$ cat src/inc/flag_logic_defines.vh
/*
  flag register layout, operation class codes, branch condition codes
  and register offsets for the status-flag block.
  assumes inclusion by bare name from design and bench files.
*/
`ifndef FLAG_LOGIC_DEFINES_VH
`define FLAG_LOGIC_DEFINES_VH

// ----------------------------------------------------------------------
// flag bit positions
// ----------------------------------------------------------------------
`define FLAG_SIGN_BIT 7
`define FLAG_ZERO_BIT 6
`define FLAG_HALF_BIT 4
`define FLAG_PV_BIT 2
`define FLAG_SUB_BIT 1
`define FLAG_CARRY_BIT 0
`define FLAG_USED_MASK 8'hd7
`define FLAG_RESET_VALUE 8'h00

// ----------------------------------------------------------------------
// operation classes (opClass input, 5 bits)
// ----------------------------------------------------------------------
`define OP_NONE 5'h00
`define OP_ADD 5'h01
`define OP_SUB 5'h02
`define OP_LOGIC_AND 5'h03
`define OP_LOGIC_OR 5'h04
`define OP_DECIMAL_ADJUST 5'h05
`define OP_ROT_LEFT_CIRC 5'h06
`define OP_SHIFT_LEFT_ARITH 5'h07
`define OP_ROT_RIGHT_CIRC 5'h08
`define OP_SHIFT_RIGHT_ARITH 5'h09
`define OP_SHIFT_RIGHT_LOGICAL 5'h0a
`define OP_ROT_LEFT_LINK 5'h0b
`define OP_ROT_RIGHT_LINK 5'h0c
`define OP_SET_CARRY 5'h0d
`define OP_COMPLEMENT_CARRY 5'h0e
`define OP_COMPARE_BLOCK 5'h0f
`define OP_MOVE_BLOCK 5'h10
`define OP_LOAD_IE_STATE 5'h11
`define OP_PORT_INPUT 5'h12
`define OP_BIT_TEST 5'h13
`define OP_BLOCK_IO 5'h14
`define OP_EXCHANGE 5'h15
`define OP_COMPARE 5'h16

// ----------------------------------------------------------------------
// branch condition codes (condSel input, 3 bits)
// ----------------------------------------------------------------------
`define COND_NOT_ZERO 3'h0
`define COND_ZERO 3'h1
`define COND_NO_CARRY 3'h2
`define COND_CARRY 3'h3
`define COND_PARITY_ODD 3'h4
`define COND_PARITY_EVEN 3'h5
`define COND_POSITIVE 3'h6
`define COND_NEGATIVE 3'h7

// ----------------------------------------------------------------------
// register offsets (byte addresses)
// ----------------------------------------------------------------------
`define ADDR_STATUS_FLAGS 8'h00
`define ADDR_ALT_STATUS_FLAGS 8'h04
`define ADDR_CONDITION 8'h08

`endif

$ cat src/logic/alu_status_flag_logic.v
/*
  status-flag generation for an 8-bit core: main and alternate flag
  registers, per-operation flag update, branch condition output, and an
  ahb-lite slave for software access to both flag registers.
  assumes the arithmetic unit supplies operands, result and carries on
  the same clock, with opStrobe high for one cycle per completed op.
*/
// Operation
// - sign at bit 7, zero bit 6, parity/overflow bit 2, carry bit 0.
// - main and alternate flag registers; bits 3 and 5 hold nothing.
// - branches test only carry, parity/overflow, zero and sign.
// - carry set on add carry out or subtract borrow, else cleared.
// - decimal adjust sets carry when correction conditions are met.
// - left rotates and left arithmetic shift put old bit 7 in carry.
// - right rotates and right shifts put old bit 0 in carry.
// - rotate through carry uses carry as ninth link bit.
// - and, or, exclusive-or always clear carry.
// - set-carry forces carry to 1; complement-carry inverts it.
// - add clears add/subtract flag, subtract sets it.
// - arithmetic overflow is carry into sign xor carry out of sign.
// - logic and rotate ops put even parity of result in p/v.
// - block search/move clear p/v when byte count reaches 0.
// - loading accumulator from vector/refresh copies interrupt latch.
// - port input sets parity, zero and sign from the byte.
// - half carry from bit 3 to 4 on add, borrow from bit 4 on sub.
// - arithmetic and logic ops set zero when result byte is zero.
// - compare sets zero when accumulator equals memory byte.
// - bit test puts inverted selected bit into zero.
// - block input/output sets zero when decremented b is 0.
// - sign flag holds bit 7 of the result.
`timescale 1ns/1ps
`default_nettype none
`include "flag_logic_defines.vh"

module alu_status_flag_logic (
  // clock and reset
  input wire core_clk,
  input wire arst_n,
  // operation from the sequencer and arithmetic unit
  input wire opStrobe,
  input wire [4:0] opClass,
  input wire [7:0] operandA,
  input wire [7:0] operandB,
  input wire [7:0] result,
  input wire carryOut,
  input wire carryIntoSign,
  input wire halfCarry,
  input wire decimalCarry,
  input wire [2:0] bitSelect,
  input wire byteCountZero,
  input wire countBZero,
  input wire second_interrupt_enable_latch,
  // branch condition
  input wire [2:0] condSel,
  output wire condTrue,
  // flag outputs
  output wire [7:0] statusFlags,
  output wire [7:0] alternateFlags,
  // ahb-lite slave
  input wire hsel,
  input wire [7:0] haddr,
  input wire [1:0] htrans,
  input wire hwrite,
  input wire [2:0] hsize,
  input wire [31:0] hwdata,
  input wire hready,
  output wire hreadyout,
  output wire hresp,
  output reg [31:0] hrdata
);

  // ----------------------------------------------------------------------
  // helpers
  // ----------------------------------------------------------------------
  function evenParity;
    input [7:0] v;
    begin
      evenParity = ~^v;
    end
  endfunction

  function [7:0] packFlags;
    input s;
    input z;
    input h;
    input pv;
    input n;
    input c;
    begin
      packFlags = 8'h00;
      packFlags[`FLAG_SIGN_BIT] = s;
      packFlags[`FLAG_ZERO_BIT] = z;
      packFlags[`FLAG_HALF_BIT] = h;
      packFlags[`FLAG_PV_BIT] = pv;
      packFlags[`FLAG_SUB_BIT] = n;
      packFlags[`FLAG_CARRY_BIT] = c;
    end
  endfunction

  reg [7:0] flags_reg;
  reg [7:0] altFlags_reg;
  reg [7:0] flags_next;
  reg [7:0] altFlags_next;

  wire sF = flags_reg[`FLAG_SIGN_BIT];
  wire zF = flags_reg[`FLAG_ZERO_BIT];
  wire hF = flags_reg[`FLAG_HALF_BIT];
  wire pF = flags_reg[`FLAG_PV_BIT];
  wire nF = flags_reg[`FLAG_SUB_BIT];
  wire cF = flags_reg[`FLAG_CARRY_BIT];
  wire resZero = (result == 8'h00);
  wire resSign = result[7];
  wire overflow = carryIntoSign ^ carryOut;

  // ----------------------------------------------------------------------
  // ahb-lite address phase capture
  // ----------------------------------------------------------------------
  reg wrPend_reg;
  reg [7:0] wrAddr_reg;
  wire addrPhase = hsel & hready & htrans[1];

  always @(posedge core_clk or negedge arst_n) begin
    if (!arst_n) begin
      wrPend_reg <= 1'b0;
      wrAddr_reg <= 8'h00;
    end else begin
      wrPend_reg <= addrPhase & hwrite;
      if (addrPhase) begin
        wrAddr_reg <= haddr;
      end
    end
  end

  assign hreadyout = 1'b1;
  assign hresp = 1'b0;

  always @(posedge core_clk or negedge arst_n) begin
    if (!arst_n) begin
      hrdata <= 32'h00000000;
    end else if (addrPhase & ~hwrite) begin
      case (haddr)
        `ADDR_STATUS_FLAGS: hrdata <= {24'h000000, flags_reg};
        `ADDR_ALT_STATUS_FLAGS: hrdata <= {24'h000000, altFlags_reg};
        `ADDR_CONDITION: hrdata <= {31'h00000000, condTrue};
        default: hrdata <= 32'h00000000;
      endcase
    end
  end

  // ----------------------------------------------------------------------
  // flag update per operation
  // ----------------------------------------------------------------------
  always @* begin
    flags_next = flags_reg;
    altFlags_next = altFlags_reg;
    if (wrPend_reg && wrAddr_reg == `ADDR_STATUS_FLAGS) begin
      flags_next = hwdata[7:0] & `FLAG_USED_MASK;
    end
    if (wrPend_reg && wrAddr_reg == `ADDR_ALT_STATUS_FLAGS) begin
      altFlags_next = hwdata[7:0] & `FLAG_USED_MASK;
    end
    if (opStrobe) begin
      case (opClass)
        `OP_ADD: begin
          flags_next = packFlags(
            resSign,
            resZero,
            halfCarry,
            overflow,
            1'b0,
            carryOut
          );
        end
        `OP_SUB: begin
          // carryOut already signals a borrow here
          flags_next = packFlags(
            resSign,
            resZero,
            halfCarry,
            overflow,
            1'b1,
            carryOut
          );
        end
        `OP_COMPARE: begin
          flags_next = packFlags(
            resSign,
            operandA == operandB,
            halfCarry,
            overflow,
            1'b1,
            carryOut
          );
        end
        `OP_LOGIC_AND: begin
          flags_next = packFlags(
            resSign,
            resZero,
            1'b1,
            evenParity(result),
            1'b0,
            1'b0
          );
        end
        `OP_LOGIC_OR: begin
          flags_next = packFlags(
            resSign,
            resZero,
            1'b0,
            evenParity(result),
            1'b0,
            1'b0
          );
        end
        `OP_DECIMAL_ADJUST: begin
          flags_next = packFlags(
            resSign,
            resZero,
            halfCarry,
            evenParity(result),
            nF,
            cF | decimalCarry
          );
        end
        `OP_ROT_LEFT_CIRC, `OP_SHIFT_LEFT_ARITH: begin
          flags_next = packFlags(
            resSign,
            resZero,
            1'b0,
            evenParity(result),
            1'b0,
            operandA[7]
          );
        end
        `OP_ROT_RIGHT_CIRC, `OP_SHIFT_RIGHT_ARITH,
        `OP_SHIFT_RIGHT_LOGICAL: begin
          flags_next = packFlags(
            resSign,
            resZero,
            1'b0,
            evenParity(result),
            1'b0,
            operandA[0]
          );
        end
        `OP_ROT_LEFT_LINK: begin
          // old carry fed into bit 0 by the unit; old bit 7 leaves
          flags_next = packFlags(
            resSign,
            resZero,
            1'b0,
            evenParity(result),
            1'b0,
            operandA[7]
          );
        end
        `OP_ROT_RIGHT_LINK: begin
          flags_next = packFlags(
            resSign,
            resZero,
            1'b0,
            evenParity(result),
            1'b0,
            operandA[0]
          );
        end
        `OP_SET_CARRY: begin
          flags_next = packFlags(sF, zF, 1'b0, pF, 1'b0, 1'b1);
        end
        `OP_COMPLEMENT_CARRY: begin
          flags_next = packFlags(sF, zF, cF, pF, 1'b0, ~cF);
        end
        `OP_COMPARE_BLOCK: begin
          flags_next = packFlags(
            resSign,
            operandA == operandB,
            halfCarry,
            ~byteCountZero,
            1'b1,
            cF
          );
        end
        `OP_MOVE_BLOCK: begin
          flags_next = packFlags(sF, zF, 1'b0, ~byteCountZero, 1'b0, cF);
        end
        `OP_LOAD_IE_STATE: begin
          flags_next = packFlags(
            resSign,
            resZero,
            1'b0,
            second_interrupt_enable_latch,
            1'b0,
            cF
          );
        end
        `OP_PORT_INPUT: begin
          flags_next = packFlags(
            resSign,
            resZero,
            1'b0,
            evenParity(result),
            1'b0,
            cF
          );
        end
        `OP_BIT_TEST: begin
          flags_next = packFlags(
            sF,
            ~operandA[bitSelect],
            1'b1,
            pF,
            1'b0,
            cF
          );
        end
        `OP_BLOCK_IO: begin
          flags_next = packFlags(sF, countBZero, hF, pF, 1'b1, cF);
        end
        `OP_EXCHANGE: begin
          flags_next = altFlags_reg;
          altFlags_next = flags_reg;
        end
        default: begin
          flags_next = flags_next;
        end
      endcase
    end
  end

  always @(posedge core_clk or negedge arst_n) begin
    if (!arst_n) begin
      flags_reg <= `FLAG_RESET_VALUE;
      altFlags_reg <= `FLAG_RESET_VALUE;
    end else begin
      flags_reg <= flags_next;
      altFlags_reg <= altFlags_next;
    end
  end

  // ----------------------------------------------------------------------
  // branch condition: half carry and add/subtract are not selectable
  // ----------------------------------------------------------------------
  reg condVal;
  always @* begin
    case (condSel)
      `COND_NOT_ZERO: condVal = ~zF;
      `COND_ZERO: condVal = zF;
      `COND_NO_CARRY: condVal = ~cF;
      `COND_CARRY: condVal = cF;
      `COND_PARITY_ODD: condVal = ~pF;
      `COND_PARITY_EVEN: condVal = pF;
      `COND_POSITIVE: condVal = ~sF;
      default: condVal = sF;
    endcase
  end

  assign condTrue = condVal;
  assign statusFlags = flags_reg;
  assign alternateFlags = altFlags_reg;

endmodule
`default_nettype wire

$ cat config.mk
export PLATFORM = sky130hd
export DESIGN_NAME = alu_status_flag_logic
export DESIGN_NICKNAME = d
export VERILOG_FILES = /design/src/logic/alu_status_flag_logic.v
export VERILOG_INCLUDE_DIRS = /design/src /design/src/inc
export SDC_FILE = /design/constraint.sdc
export NUM_CORES = 1
export LEC_CHECK = 0
export ABC_AREA = 1
export BUFFER_PORTS_ARGS = -buffer_cell sky130_fd_sc_hd__buf_2
export CAP_MARGIN = 20
export CELL_PAD_IN_SITES_DETAIL_PLACEMENT = 0
export CELL_PAD_IN_SITES_GLOBAL_PLACEMENT = 2
export CORE_UTILIZATION = 21
export CTS_CLUSTER_SIZE = 20
export DETAILED_ROUTE_END_ITERATION = 8
export GPL_ROUTABILITY_DRIVEN = 0
export PLACE_DENSITY = 0.84
export SLEW_MARGIN = 10
export SYNTH_ARGS = -nofsm -noshare
export SYNTH_HDL_FRONTEND = slang
export SYNTH_SLANG_ARGS = --single-unit
export TNS_END_PERCENT = 5
$ cat constraint.sdc
create_clock -name core_clk -period 1.4 [get_ports core_clk]
set_input_delay 0.35 -clock core_clk [delete_from_list [all_inputs] [get_ports core_clk]]
set_output_delay 0.35 -clock core_clk [all_outputs]
set_load 0.02 [all_outputs]
==> results by group, run 1 <==
Placed design
  • Dpl cell area: 3676 µm²
  • I/O Buffers: a little under 90
  • Hpwl dp: 7.184 mm

Worst setup path
  • Reg2reg end: statusFlags[0]
  • Cell family with most CP delay: flip-flops
  • Worst Path Buf+Inv: 2
  • Crit path depth: 6
  • Reg2reg path depth: 8
  • CP Launch Type: flip-flop
  • Setup CP Type: reg -> out
  • WP data arrival: 1320 ps
  • CP Cell Sequence: inv_2 -> nand2_1 -> o211ai_1 -> nand2_2 -> xnor2_2 -> buf_4
  • Slowest stage delay, CP: 410 ps
  • Worst Setup EP: condTrue
  • CP endpoint kind: output port
  • Crit-path max FO: 2
  • FF-to-FF setup slack: -210 ps
  • Crit path required time: 1050 ps
  • Reg2reg start: wrAddr_reg[0]
  • Worst Setup SP: statusFlags[7]
  • Slowest cell on crit path: dfrtp_2

Power
  • Sequential share of power: 33.5%
  • PwrDens: ~940 nW/µm²
  • Sw power: about 1.3 mW
  • P_leak: 2.109 nW
  • Power share of the combinational group: 38.5%
  • Clk network pwr share: 28.0%
  • Cell internal pwr: 2.341 mW
  • Worst vdd ir: 0.4132 mV
  • Switching share of power: 36.40%

Flow run
  • Max_cap viols: 0

Clocking
  • TritonCTS Buffers: 5
  • CTS tree: yes
  • Reg clk slew, reported paths: around 50 ps
  • CTS Buffer Depth: 2
  • CTS root buffer: clkbuf_16
  • Clk_lat worst skew: 270 ps
  • Clk sinks: 33
  • CTS H-Tree Depth: 2

STA
  • Max Clk Rate: 0.5983 GHz
  • # setup viols final: 15
  • Count of pins over their slew limit: 0
  • Worst setup margin: -271.3 ps
  • Fin. Hold Viols: 0
  • Setup Skew: between 3 and 4 ps
  • RSZ-0062 raised after global routing: true
  • Fin crit share: 119.4%
  • Post-route minimum period: 1671 ps

GRT
  • First-pass GRT wire length: 13.69 mm
  • Vias in the first global route: 2848
  • Initial antenna violation count: 0
  • Largest net degree at the start of global routing: 19
  • Gr ovfl total: 0
  • Overall Global Routing Usage: 13.31%

Synth
  • Yosys Warn Count: 0
  • Cell count after synthesis: about 380
  • #FFs+latches synth: 33
  • Post-synth cell types: 34
  • Sequential fraction of the synthesis area: 30.94%
  • Cell area after synthesis: 2669 µm²
  • Avg Inst Size Synth: 7.005 µm²

Route
  • Initial DRC Count: 118
  • Avg Vias per Cell: 4.148
  • DRT Wirelength: ~8.6 mm
  • DRT Pass-1 Iters: 4
  • DRC viols: 0
  • Vias: a little under 3000
  • Routed Antenna Nets: 0
  • Routed length per instance: 12.21 µm

Cells and area
  • Post-layout util: 31.91%
  • Synth-to-Final Area Change: 45.99%
  • Post-Layout Inst Area: 3896 µm²
  • Most frequent cells in the layout: nand2_1 (86), buf_2 (86), buf_4 (62)
  • Inserted Diodes: 0
  • # nets final: 629
  • Layout cell share with drive strength beyond 1: 39.40%

Floorplan
  • Die area: around 13000 µm²
  • CORE AREA: 12210 µm²
  • IO Count: 144
  • Chip height: 114.7 µm
  • Core Rows: 40
  • Initial Util: 21.85%
  • Chip width: 114.7 µm

Run status
  • Failing checks: setup timing
  • Status: finished with violations

Worst hold path
  • Hold WC Path Type: in -> reg
power groups by stage:
stage / Sequential (mW) / Clock [mW] / Combinational (mW)
detailed placement: 1.24 / 0 / 1.39
CTS: 1.23 / 1.06 / 1.42
finish: 1.23 / 1.03 / 1.42
floorplan: 1.37 / 0 / 0.670
global placement: 1.24 / 0 / 1.38
global route: 1.25 / 1.09 / 1.56
worst min-delay path by stage:
stage,cells past startpoint,end,start
final,3,wrPend_reg,hwrite
after CTS,3,wrPend_reg,hwrite
after global placement,1,hrdata[3],arst_n
after detailed placement,1,hrdata[3],arst_n
after floorplan,0,alternateFlags[0],arst_n
after global routing,3,wrPend_reg,hwrite
per-stage QoR:
step | instances | hold WS, ps | setup TNS [ps] | power (mW) | setup WS (ps)
finish | 701 | 313.2 | -2245 | 3.681 | -271.3
global route | 701 | 340.9 | -4241 | 3.903 | -350.3
CTS | 700 | 308.3 | -1871 | 3.713 | -284.8
detailed placement | 690 | 289.6 | -6056 | 2.634 | -342.6
global placement | 690 | 280.8 | -5430 | 2.617 | -306.2
floorplan | 405 | 54.41 | -148.8 | 2.039 | -22.62
metal layers:
metal	up-vias	routed length (µm)	track usage, %
li1	1495	-	-
met1	1325	3860	16.54
met2	86	4167	23.80
met3	2	505	2.794
met4	0	25	2.597
met5	-	0	0
area by class of cell:
| cell class | instances | area (µm²) |
|---|---|---|
| Clock inverter | 2 | 10.01 |
| Multi-Input combinational cell | 287 | 1575 |
| Sequential cell | 33 | 830.8 |
| Clock buffer | 6 | 128.9 |
| Tap cell | 168 | 210.2 |
| Fill cell | 1352 | 8315 |
| Inverter | 53 | 201.4 |
| Timing Repair Buffer | 152 | 939.7 |
cell usage after synthesis:
cell type | number | area (µm²)
mux2_2 | 7 | 78.83
inv_2 | 5 | 18.77
a21oi_1 | 10 | 50.05
o21ai_1 | 11 | 55.05
o221ai_1 | 1 | 8.760
or2_2 | 1 | 6.260
conb_1 | 2 | 7.510
nor3_1 | 2 | 10.01
nor3_2 | 1 | 10.01
dfrtp_1 | 33 | 825.8
nand2_2 | 10 | 62.56
nor2_2 | 5 | 31.28
nand2_1 | 88 | 330.3
o211ai_1 | 8 | 60.06
o21ai_0 | 19 | 95.09
nor2_4 | 3 | 33.78
nand3_2 | 1 | 10.01
xor2_1 | 1 | 8.760
o22ai_1 | 7 | 43.79
nor2_1 | 21 | 78.83
nand3_1 | 32 | 160.2
ha_1 | 4 | 50.05
nor4_1 | 2 | 12.51
or2_1 | 1 | 6.260
inv_4 | 1 | 6.260
xnor2_1 | 12 | 105.1
o21a_1 | 1 | 7.510
nand3b_1 | 2 | 15.01
clkbuf_1 | 2 | 7.510
inv_1 | 47 | 176.4
buf_2 | 4 | 20.02
nand4_1 | 10 | 62.56
buf_4 | 26 | 195.2
o21bai_4 | 1 | 18.77
logic make-up after synthesis:
logic type	after synthesis	synth area share, %
and+or+nand+nor	179	31.08
buffers and inverters	85	15.89
AOI/OAI and AO/OA	58	12.71
DFF	33	30.94
xor gates and xnor gates	13	4.266
muxes	7	2.954
adders and majority gates	4	1.875
other	2	0.2814
worst reg2reg max path: stages, from the launching register on:
cell and delay [ps]:
dfrtp_1 370, or2_4 260, nor3_4 260, nand3_4 150
buf_4 170, nand2_1 40, o21ai_1 70, o21ai_1 120
nand2_1 60
repair_timing:
| item | 4_1_cts | 5_1_grt |
|---|---|---|
| hold endpoints to repair | 13 | 0 |
| gates resized for setup | 8 | 10 |
| hold buffers | 1 | 0 |
| pin swaps | 6 | 5 |
| endpoints found under the setup margin | 17 | 25 |
| setup buffers | 1 | 1 |
(Power assumes the default switching activity.)
==> inputs of run 2 (changes only) <==
--- a/config.mk
+++ b/config.mk
@@ -15,7 +15,7 @@
 export CTS_CLUSTER_SIZE = 20
 export DETAILED_ROUTE_END_ITERATION = 8
 export GPL_ROUTABILITY_DRIVEN = 0
-export PLACE_DENSITY = 0.84
+export PLACE_DENSITY_LB_ADDON = 0.3
 export SLEW_MARGIN = 10
 export SYNTH_ARGS = -nofsm -noshare
 export SYNTH_HDL_FRONTEND = slang
==> results by group, run 2 (synthesized netlist as in run 1, its figures left out) <==
Worst setup path
  • CP Launch Type: flip-flop (unchanged)
  • WP data arrival: 1290 ps (was 1320 ps)
  • Setup CP Type: reg -> out (unchanged)
  • Crit path required time: 1050 ps (about the same)
  • CP endpoint kind: output port (unchanged)
  • Crit-path max FO: 2 (unchanged)

Placed design
  • I/O Buffers: 87 (unchanged)
  • Pre-CTS setup slack: -421.4 ps (was -342.6 ps)
  • Hpwl dp: 7.348 mm (was 7.184 mm)
  • Dpl cell area: 3716 µm² (was 3676 µm²)

Floorplan
  • Initial Util: 21.85% (unchanged)
  • Die area: 13160 µm² (unchanged)
  • CORE AREA: 12210 µm² (unchanged)
  • Core Rows: 40 (unchanged)
  • Chip height: 114.7 µm (unchanged)
  • Chip width: 114.7 µm (unchanged)
  • IO Count: 144 (unchanged)

Power
  • Sw power: 1.351 mW (was 1.340 mW)
  • Clk network pwr share: 33.0% (was 28.0%)
  • P_leak: 2.126 nW (was 2.109 nW)
  • Switching share of power: 34.39% (was 36.40%)
  • Power share of the combinational group: 35.7% (was 38.5%)
  • Sequential share of power: 31.3% (was 33.5%)
  • Worst vdd ir: 0.6584 mV (was 0.4132 mV)
  • Cell internal pwr: 2.578 mW (was 2.341 mW)
  • PwrDens: 989.4 nW/µm² (was 944.7 nW/µm²)

Clocking
  • TritonCTS Buffers: 5 (unchanged)
  • Clk sinks: 33 (unchanged)
  • CTS root buffer: clkbuf_16 (unchanged)
  • CTS Buffer Depth: 2 (unchanged)
  • CTS tree: yes (unchanged)
  • Reg clk slew, reported paths: 60 ps (was 50 ps)
  • Clk_lat worst skew: 270 ps (about the same)
  • CTS H-Tree Depth: 2 (unchanged)

STA
  • Max Clk Rate: 0.6087 GHz (was 0.5983 GHz)
  • Post-route minimum period: 1643 ps (was 1671 ps)
  • Count of pins over their slew limit: 0 (unchanged)
  • RSZ-0062 raised after global routing: true (unchanged)
  • Setup Skew: 3.416 ps (was 3.678 ps)
  • # setup viols final: 15 (unchanged)
  • Fin crit share: 117.3% (was 119.4%)
  • Fin. Hold Viols: 0 (unchanged)
  • Worst setup margin: -242.8 ps (was -271.3 ps)

Cells and area
  • Layout cell share with drive strength beyond 1: 40.26% (was 39.40%)
  • Fillers: 1383 (was 1352)
  • Inserted Diodes: 0 (unchanged)
  • Most frequent cells in the layout: nand2_1 (85), buf_2 (83), buf_4 (62) (was nand2_1 (86), buf_2 (86), buf_4 (62))
  • Most common cell after layout, fill and taps aside: nand2_1
  • # nets final: 630 (was 629)
  • Post-Layout Inst Area: 3971 µm² (was 3896 µm²)
  • Area of the multi-input gates: 1575 µm² (unchanged)
  • Synth-to-Final Area Change: 48.80% (was 45.99%)
  • Register area: 830.8 µm² (unchanged)

Route
  • Vias: 2891 (was 2908)
  • DRC viols: 0 (unchanged)
  • Initial DRC Count: 127 (was 118)
  • DRT Pass-1 Iters: 4 (unchanged)
  • Routed length per instance: 12.39 µm (was 12.21 µm)
  • Avg Vias per Cell: 4.118 (was 4.148)
  • Routed Antenna Nets: 0 (unchanged)
  • DRT Wirelength: 8.697 mm (was 8.559 mm)

GRT
  • Gr ovfl total: 0 (unchanged)
  • Largest net degree at the start of global routing: 21 (was 19)
  • Overall Global Routing Usage: 13.63% (was 13.31%)
  • Vias in the first global route: 2830 (was 2848)
  • First-pass GRT wire length: 13.77 mm (was 13.69 mm)
  • Initial antenna violation count: 0 (unchanged)

Run status
  • Status: finished with violations (unchanged)
  • Failing checks: setup timing (unchanged)

Worst hold path
  • Hold WC Path Type: in -> async (was in -> reg)

Flow run
  • Max_cap viols: 0 (unchanged)
[run 2: cell types whose count changed in the layout (fill, tap and decap cells not counted), sizes merged]
cell and delta:
buf -1, clkinvlp +1, bufinv +1, clkbuf +3
clkinv -2, dlygate4sd3 -1
[run 2: path summary, 6_finish.rpt]
kind                                 from        endpoint  slack [ps]  cells past startpoint
min in group core_clk              hwrite      wrPend_reg         320                      3
hold / removal                     arst_n       hrdata[3]          20                      1
setup / recovery           statusFlags[7]        condTrue        -240                      6
hold reg to reg             wrAddr_reg[4]   wrAddr_reg[4]         490                      2
setup reg to reg            wrAddr_reg[0]  statusFlags[0]        -220                      8
max in group asynchronous          arst_n  statusFlags[2]         880                      2
[run 2: critical path: stages, from the launching register on]
cell	delay, ps
dfrtp_2	410
inv_2	60
nand2_1	40
o211ai_1	90
nand2_2	110
xnor2_2	150
buf_4	160
[run 2: per-layer routing]
metal	GRT usage (%)	vias up	wire length, µm
li1	-	1494	-
met1	17.02	1305	3918
met2	24.61	88	4286
met3	2.425	4	448
met4	2.684	0	44
met5	0	-	0
[run 2: power by group through the flow]
stage	Clock (mW)	Combinational, mW	Sequential [mW]
floorplan	0	0.670	1.37
global placement	0	1.37	1.25
detailed placement	0	1.38	1.25
CTS	1.33	1.41	1.24
global route	1.37	1.56	1.26
finish	1.30	1.40	1.23
[run 2: stage by stage]
step	hold slack (ps)	utilization (%)	instances	power, mW	TNS (ps)
6_report	20.43	32.52	702	3.929	-2269
5_1_grt	60.41	32.52	702	4.186	-3966
4_1_cts	42.79	32.13	701	3.975	-2186
3_5_place_dp	343.8	30.43	692	2.624	-5112
3_3_place_gp	329.7	30.43	692	2.616	-4782
2_1_floorplan	54.41	-	405	2.039	-148.8
[run 2: cell type report]
class | count | share of cell area [%]
clock buffer | 6 | 3.497
clock inverter | 2 | 0.9452
inverter | 53 | 5.072
multi-input combinational | 287 | 39.67
sequential | 33 | 20.92
tap | 168 | 5.293
timing repair buffer | 153 | 24.61
[run 2: timing repair]
item                                    CTS  global route
endpoints found under the setup margin   16            18
gates resized for setup                  11            11
pin swaps                                 8             2
buffers inserted                          1             1
hold buffers                              0             0
==> inputs of run 3 (changes only) <==
--- a/config.mk
+++ b/config.mk
@@ -15,7 +15,7 @@
 export CTS_CLUSTER_SIZE = 20
 export DETAILED_ROUTE_END_ITERATION = 8
 export GPL_ROUTABILITY_DRIVEN = 0
-export PLACE_DENSITY_LB_ADDON = 0.3
+export PLACE_DENSITY = 0.81
 export SLEW_MARGIN = 10
 export SYNTH_ARGS = -nofsm -noshare
 export SYNTH_HDL_FRONTEND = slang
==> results by group, run 3 (synthesized netlist as in run 1, its figures left out) <==
Cells and area
  • Most common cell after layout, fill and taps aside: nand2_1 (unchanged)
  • Finished Layout Cells: 702 (unchanged)
  • Post-layout util: 32.20% (was 32.52%)
  • # nets final: 630 (unchanged)
  • Inserted Diodes: 0 (unchanged)
  • Post-Layout Inst Area: 3933 µm² (was 3971 µm²)
  • Layout cell share with drive strength beyond 1: 40.64% (was 40.26%)
  • Synth-to-Final Area Change: 47.35% (was 48.80%)
  • Most frequent cells in the layout: nand2_1 (85), buf_2 (84), buf_4 (64) (was nand2_1 (85), buf_2 (83), buf_4 (62))

STA
  • Max Clk Rate: 0.5993 GHz (was 0.6087 GHz)
  • Fin. Hold Viols: 0 (unchanged)
  • Fin crit share: 119.2% (was 117.3%)
  • Worst setup margin: -268.6 ps (was -242.8 ps)
  • Post-route minimum period: 1669 ps (was 1643 ps)
  • Hold slack final: 25.24 ps (was 20.43 ps)
  • RSZ-0062 raised after global routing: true (unchanged)
  • Count of pins over their slew limit: 0 (unchanged)
  • Setup Skew: 5.964 ps (was 3.416 ps)
  • Setup TNS: -1334 ps (was -2269 ps)
  • # setup viols final: 16 (was 15)

Route
  • Initial DRC Count: 154 (was 127)
  • DRT Pass-1 Iters: 4 (unchanged)
  • Routed length per instance: 11.93 µm (was 12.39 µm)
  • Avg Vias per Cell: 4.100 (was 4.118)
  • DRC viols: 0 (unchanged)
  • Vias: 2878 (was 2891)
  • DRT Wirelength: 8.372 mm (was 8.697 mm)
  • Routed Antenna Nets: 0 (unchanged)

Clocking
  • Cts hold-fix bufs: 0 (unchanged)
  • TritonCTS Buffers: 5 (unchanged)
  • Reg clk slew, reported paths: 60 ps (about the same)
  • Clk sinks: 33 (unchanged)
  • CTS tree: yes (unchanged)
  • CTS H-Tree Depth: 2 (unchanged)
  • Clk_lat worst skew: 280 ps (was 270 ps)
  • CTS root buffer: clkbuf_16 (unchanged)
  • CTS Buffer Depth: 2 (unchanged)

Worst hold path
  • Hold WC Path Type: in -> async (unchanged)

Power
  • Sequential share of power: 33.1% (was 31.3%)
  • Tot Pwr: 3.681 mW (was 3.929 mW)
  • PwrDens: 936.1 nW/µm² (was 989.4 nW/µm²)
  • Switching share of power: 35.98% (was 34.39%)
  • P_leak: 2.122 nW (was 2.126 nW)
  • Sw power: 1.324 mW (was 1.351 mW)
  • Cell internal pwr: 2.357 mW (was 2.578 mW)
  • Clk network pwr share: 28.4% (was 33.0%)
  • Power share of the combinational group: 38.4% (was 35.7%)
  • Worst vdd ir: 0.4746 mV (was 0.6584 mV)

GRT
  • Gr ovfl total: 0 (unchanged)
  • First-pass GRT wire length: 13.81 mm (was 13.77 mm)
  • Overall Global Routing Usage: 13.34% (was 13.63%)
  • Largest net degree at the start of global routing: 34 (was 21)
  • Initial antenna violation count: 0 (unchanged)
  • Vias in the first global route: 2961 (was 2830)

Floorplan
  • Chip height: 114.7 µm (unchanged)
  • CORE AREA: 12210 µm² (unchanged)
  • Chip width: 114.7 µm (unchanged)
  • IO Count: 144 (unchanged)
  • Initial Util: 21.85% (unchanged)
  • Die area: 13160 µm² (unchanged)
  • Core Rows: 40 (unchanged)

Placed design
  • I/O Buffers: 87 (unchanged)
  • Dpl cell area: 3716 µm² (unchanged)
  • Pre-CTS setup slack: -377.5 ps (was -421.4 ps)
  • Placed cell count: 692 (unchanged)
  • Hpwl dp: 7.024 mm (was 7.348 mm)

Worst setup path
  • Crit path depth: 6 (unchanged)
  • CP Cell Sequence: inv_2 -> nand2_2 -> o211ai_1 -> nand2_2 -> xnor2_2 -> buf_4 (was inv_2 -> nand2_1 -> o211ai_1 -> nand2_2 -> xnor2_2 -> buf_4)
  • Setup CP Type: reg -> out (unchanged)
  • CP Launch Type: flip-flop (unchanged)
  • Worst Path Buf+Inv: 2 (unchanged)
  • CP endpoint kind: output port (unchanged)
  • Reg2reg path depth: 9 (was 8)
  • Crit-path max FO: 2 (unchanged)
  • Slowest cell on crit path: dfrtp_2 (unchanged)
  • WP data arrival: 1320 ps (was 1290 ps)
  • Slowest stage delay, CP: 410 ps (about the same)
  • Cell family with most CP delay: flip-flops (unchanged)
  • Critical path's most frequent cell: nand2_2
  • Crit path required time: 1050 ps (about the same)

Run status
  • Failing checks: setup timing (unchanged)
  • Status: finished with violations (unchanged)

Flow run
  • Max_cap viols: 0 (unchanged)
## run 3: cell types whose count changed in the layout (fill, tap and decap cells not counted), moves of 2 or more
cell,change
inv_1,-2
o21ai_0,+2
nor2_2,-2
buf_4,+2
inv_2,+2
clkinv_2,+2
clkbuf_4,-2
nor2_1,+2
o21ai_2,+2
o21ai_1,-4
## run 3: final timing paths
check                               start             end  slack, ps
max reg2reg                 wrAddr_reg[0]  statusFlags[7]       -110
min                                arst_n  statusFlags[3]         30
max                        statusFlags[7]        condTrue       -270
min reg2reg                 wrAddr_reg[0]   wrAddr_reg[0]        480
max in group asynchronous          arst_n  statusFlags[0]       1190
min in group core_clk              hwrite      wrPend_reg        330
## run 3: cell type report
cell class | instances | area, µm²
Fill cell | 1372 | 8279
Multi-Input combinational cell | 287 | 1577
Timing Repair Buffer | 153 | 970.9
Sequential cell | 33 | 830.8
Tap cell | 168 | 210.2
Inverter | 53 | 201.4
Clock buffer | 5 | 125.1
Clock inverter | 3 | 17.52
## run 3: power groups by stage
stage | registers (mW) | clock network [mW] | logic [mW]
5_1_grt | 1.24 | 1.13 | 1.58
4_1_cts | 1.23 | 1.07 | 1.42
3_3_place_gp | 1.24 | 0 | 1.37
6_report | 1.22 | 1.05 | 1.41
3_5_place_dp | 1.24 | 0 | 1.38
2_1_floorplan | 1.37 | 0 | 0.670
## run 3: timing repair
item                                    4_1_cts  5_1_grt
gates resized for setup                       8       12
pin swaps                                     8        3
endpoints found under the setup margin       16       16
buffers inserted                              2        0
## run 3: worst reg2reg max path, cell delays in order (launching register included)
cell	delay, ps
dfrtp_1	370
or2_4	260
nor3_4	210
nand3_4	140
buf_6	150
nand2_1	50
o21ai_1	60
a21oi_1	120
nand2_1	60
nand2_1	50
## run 3: per-layer routing
metal | GRT usage, % | wire length, µm
met4 | 3.117 | 95
met1 | 16.22 | 3685
met5 | 0 | 0
met3 | 2.372 | 491
met2 | 24.40 | 4099
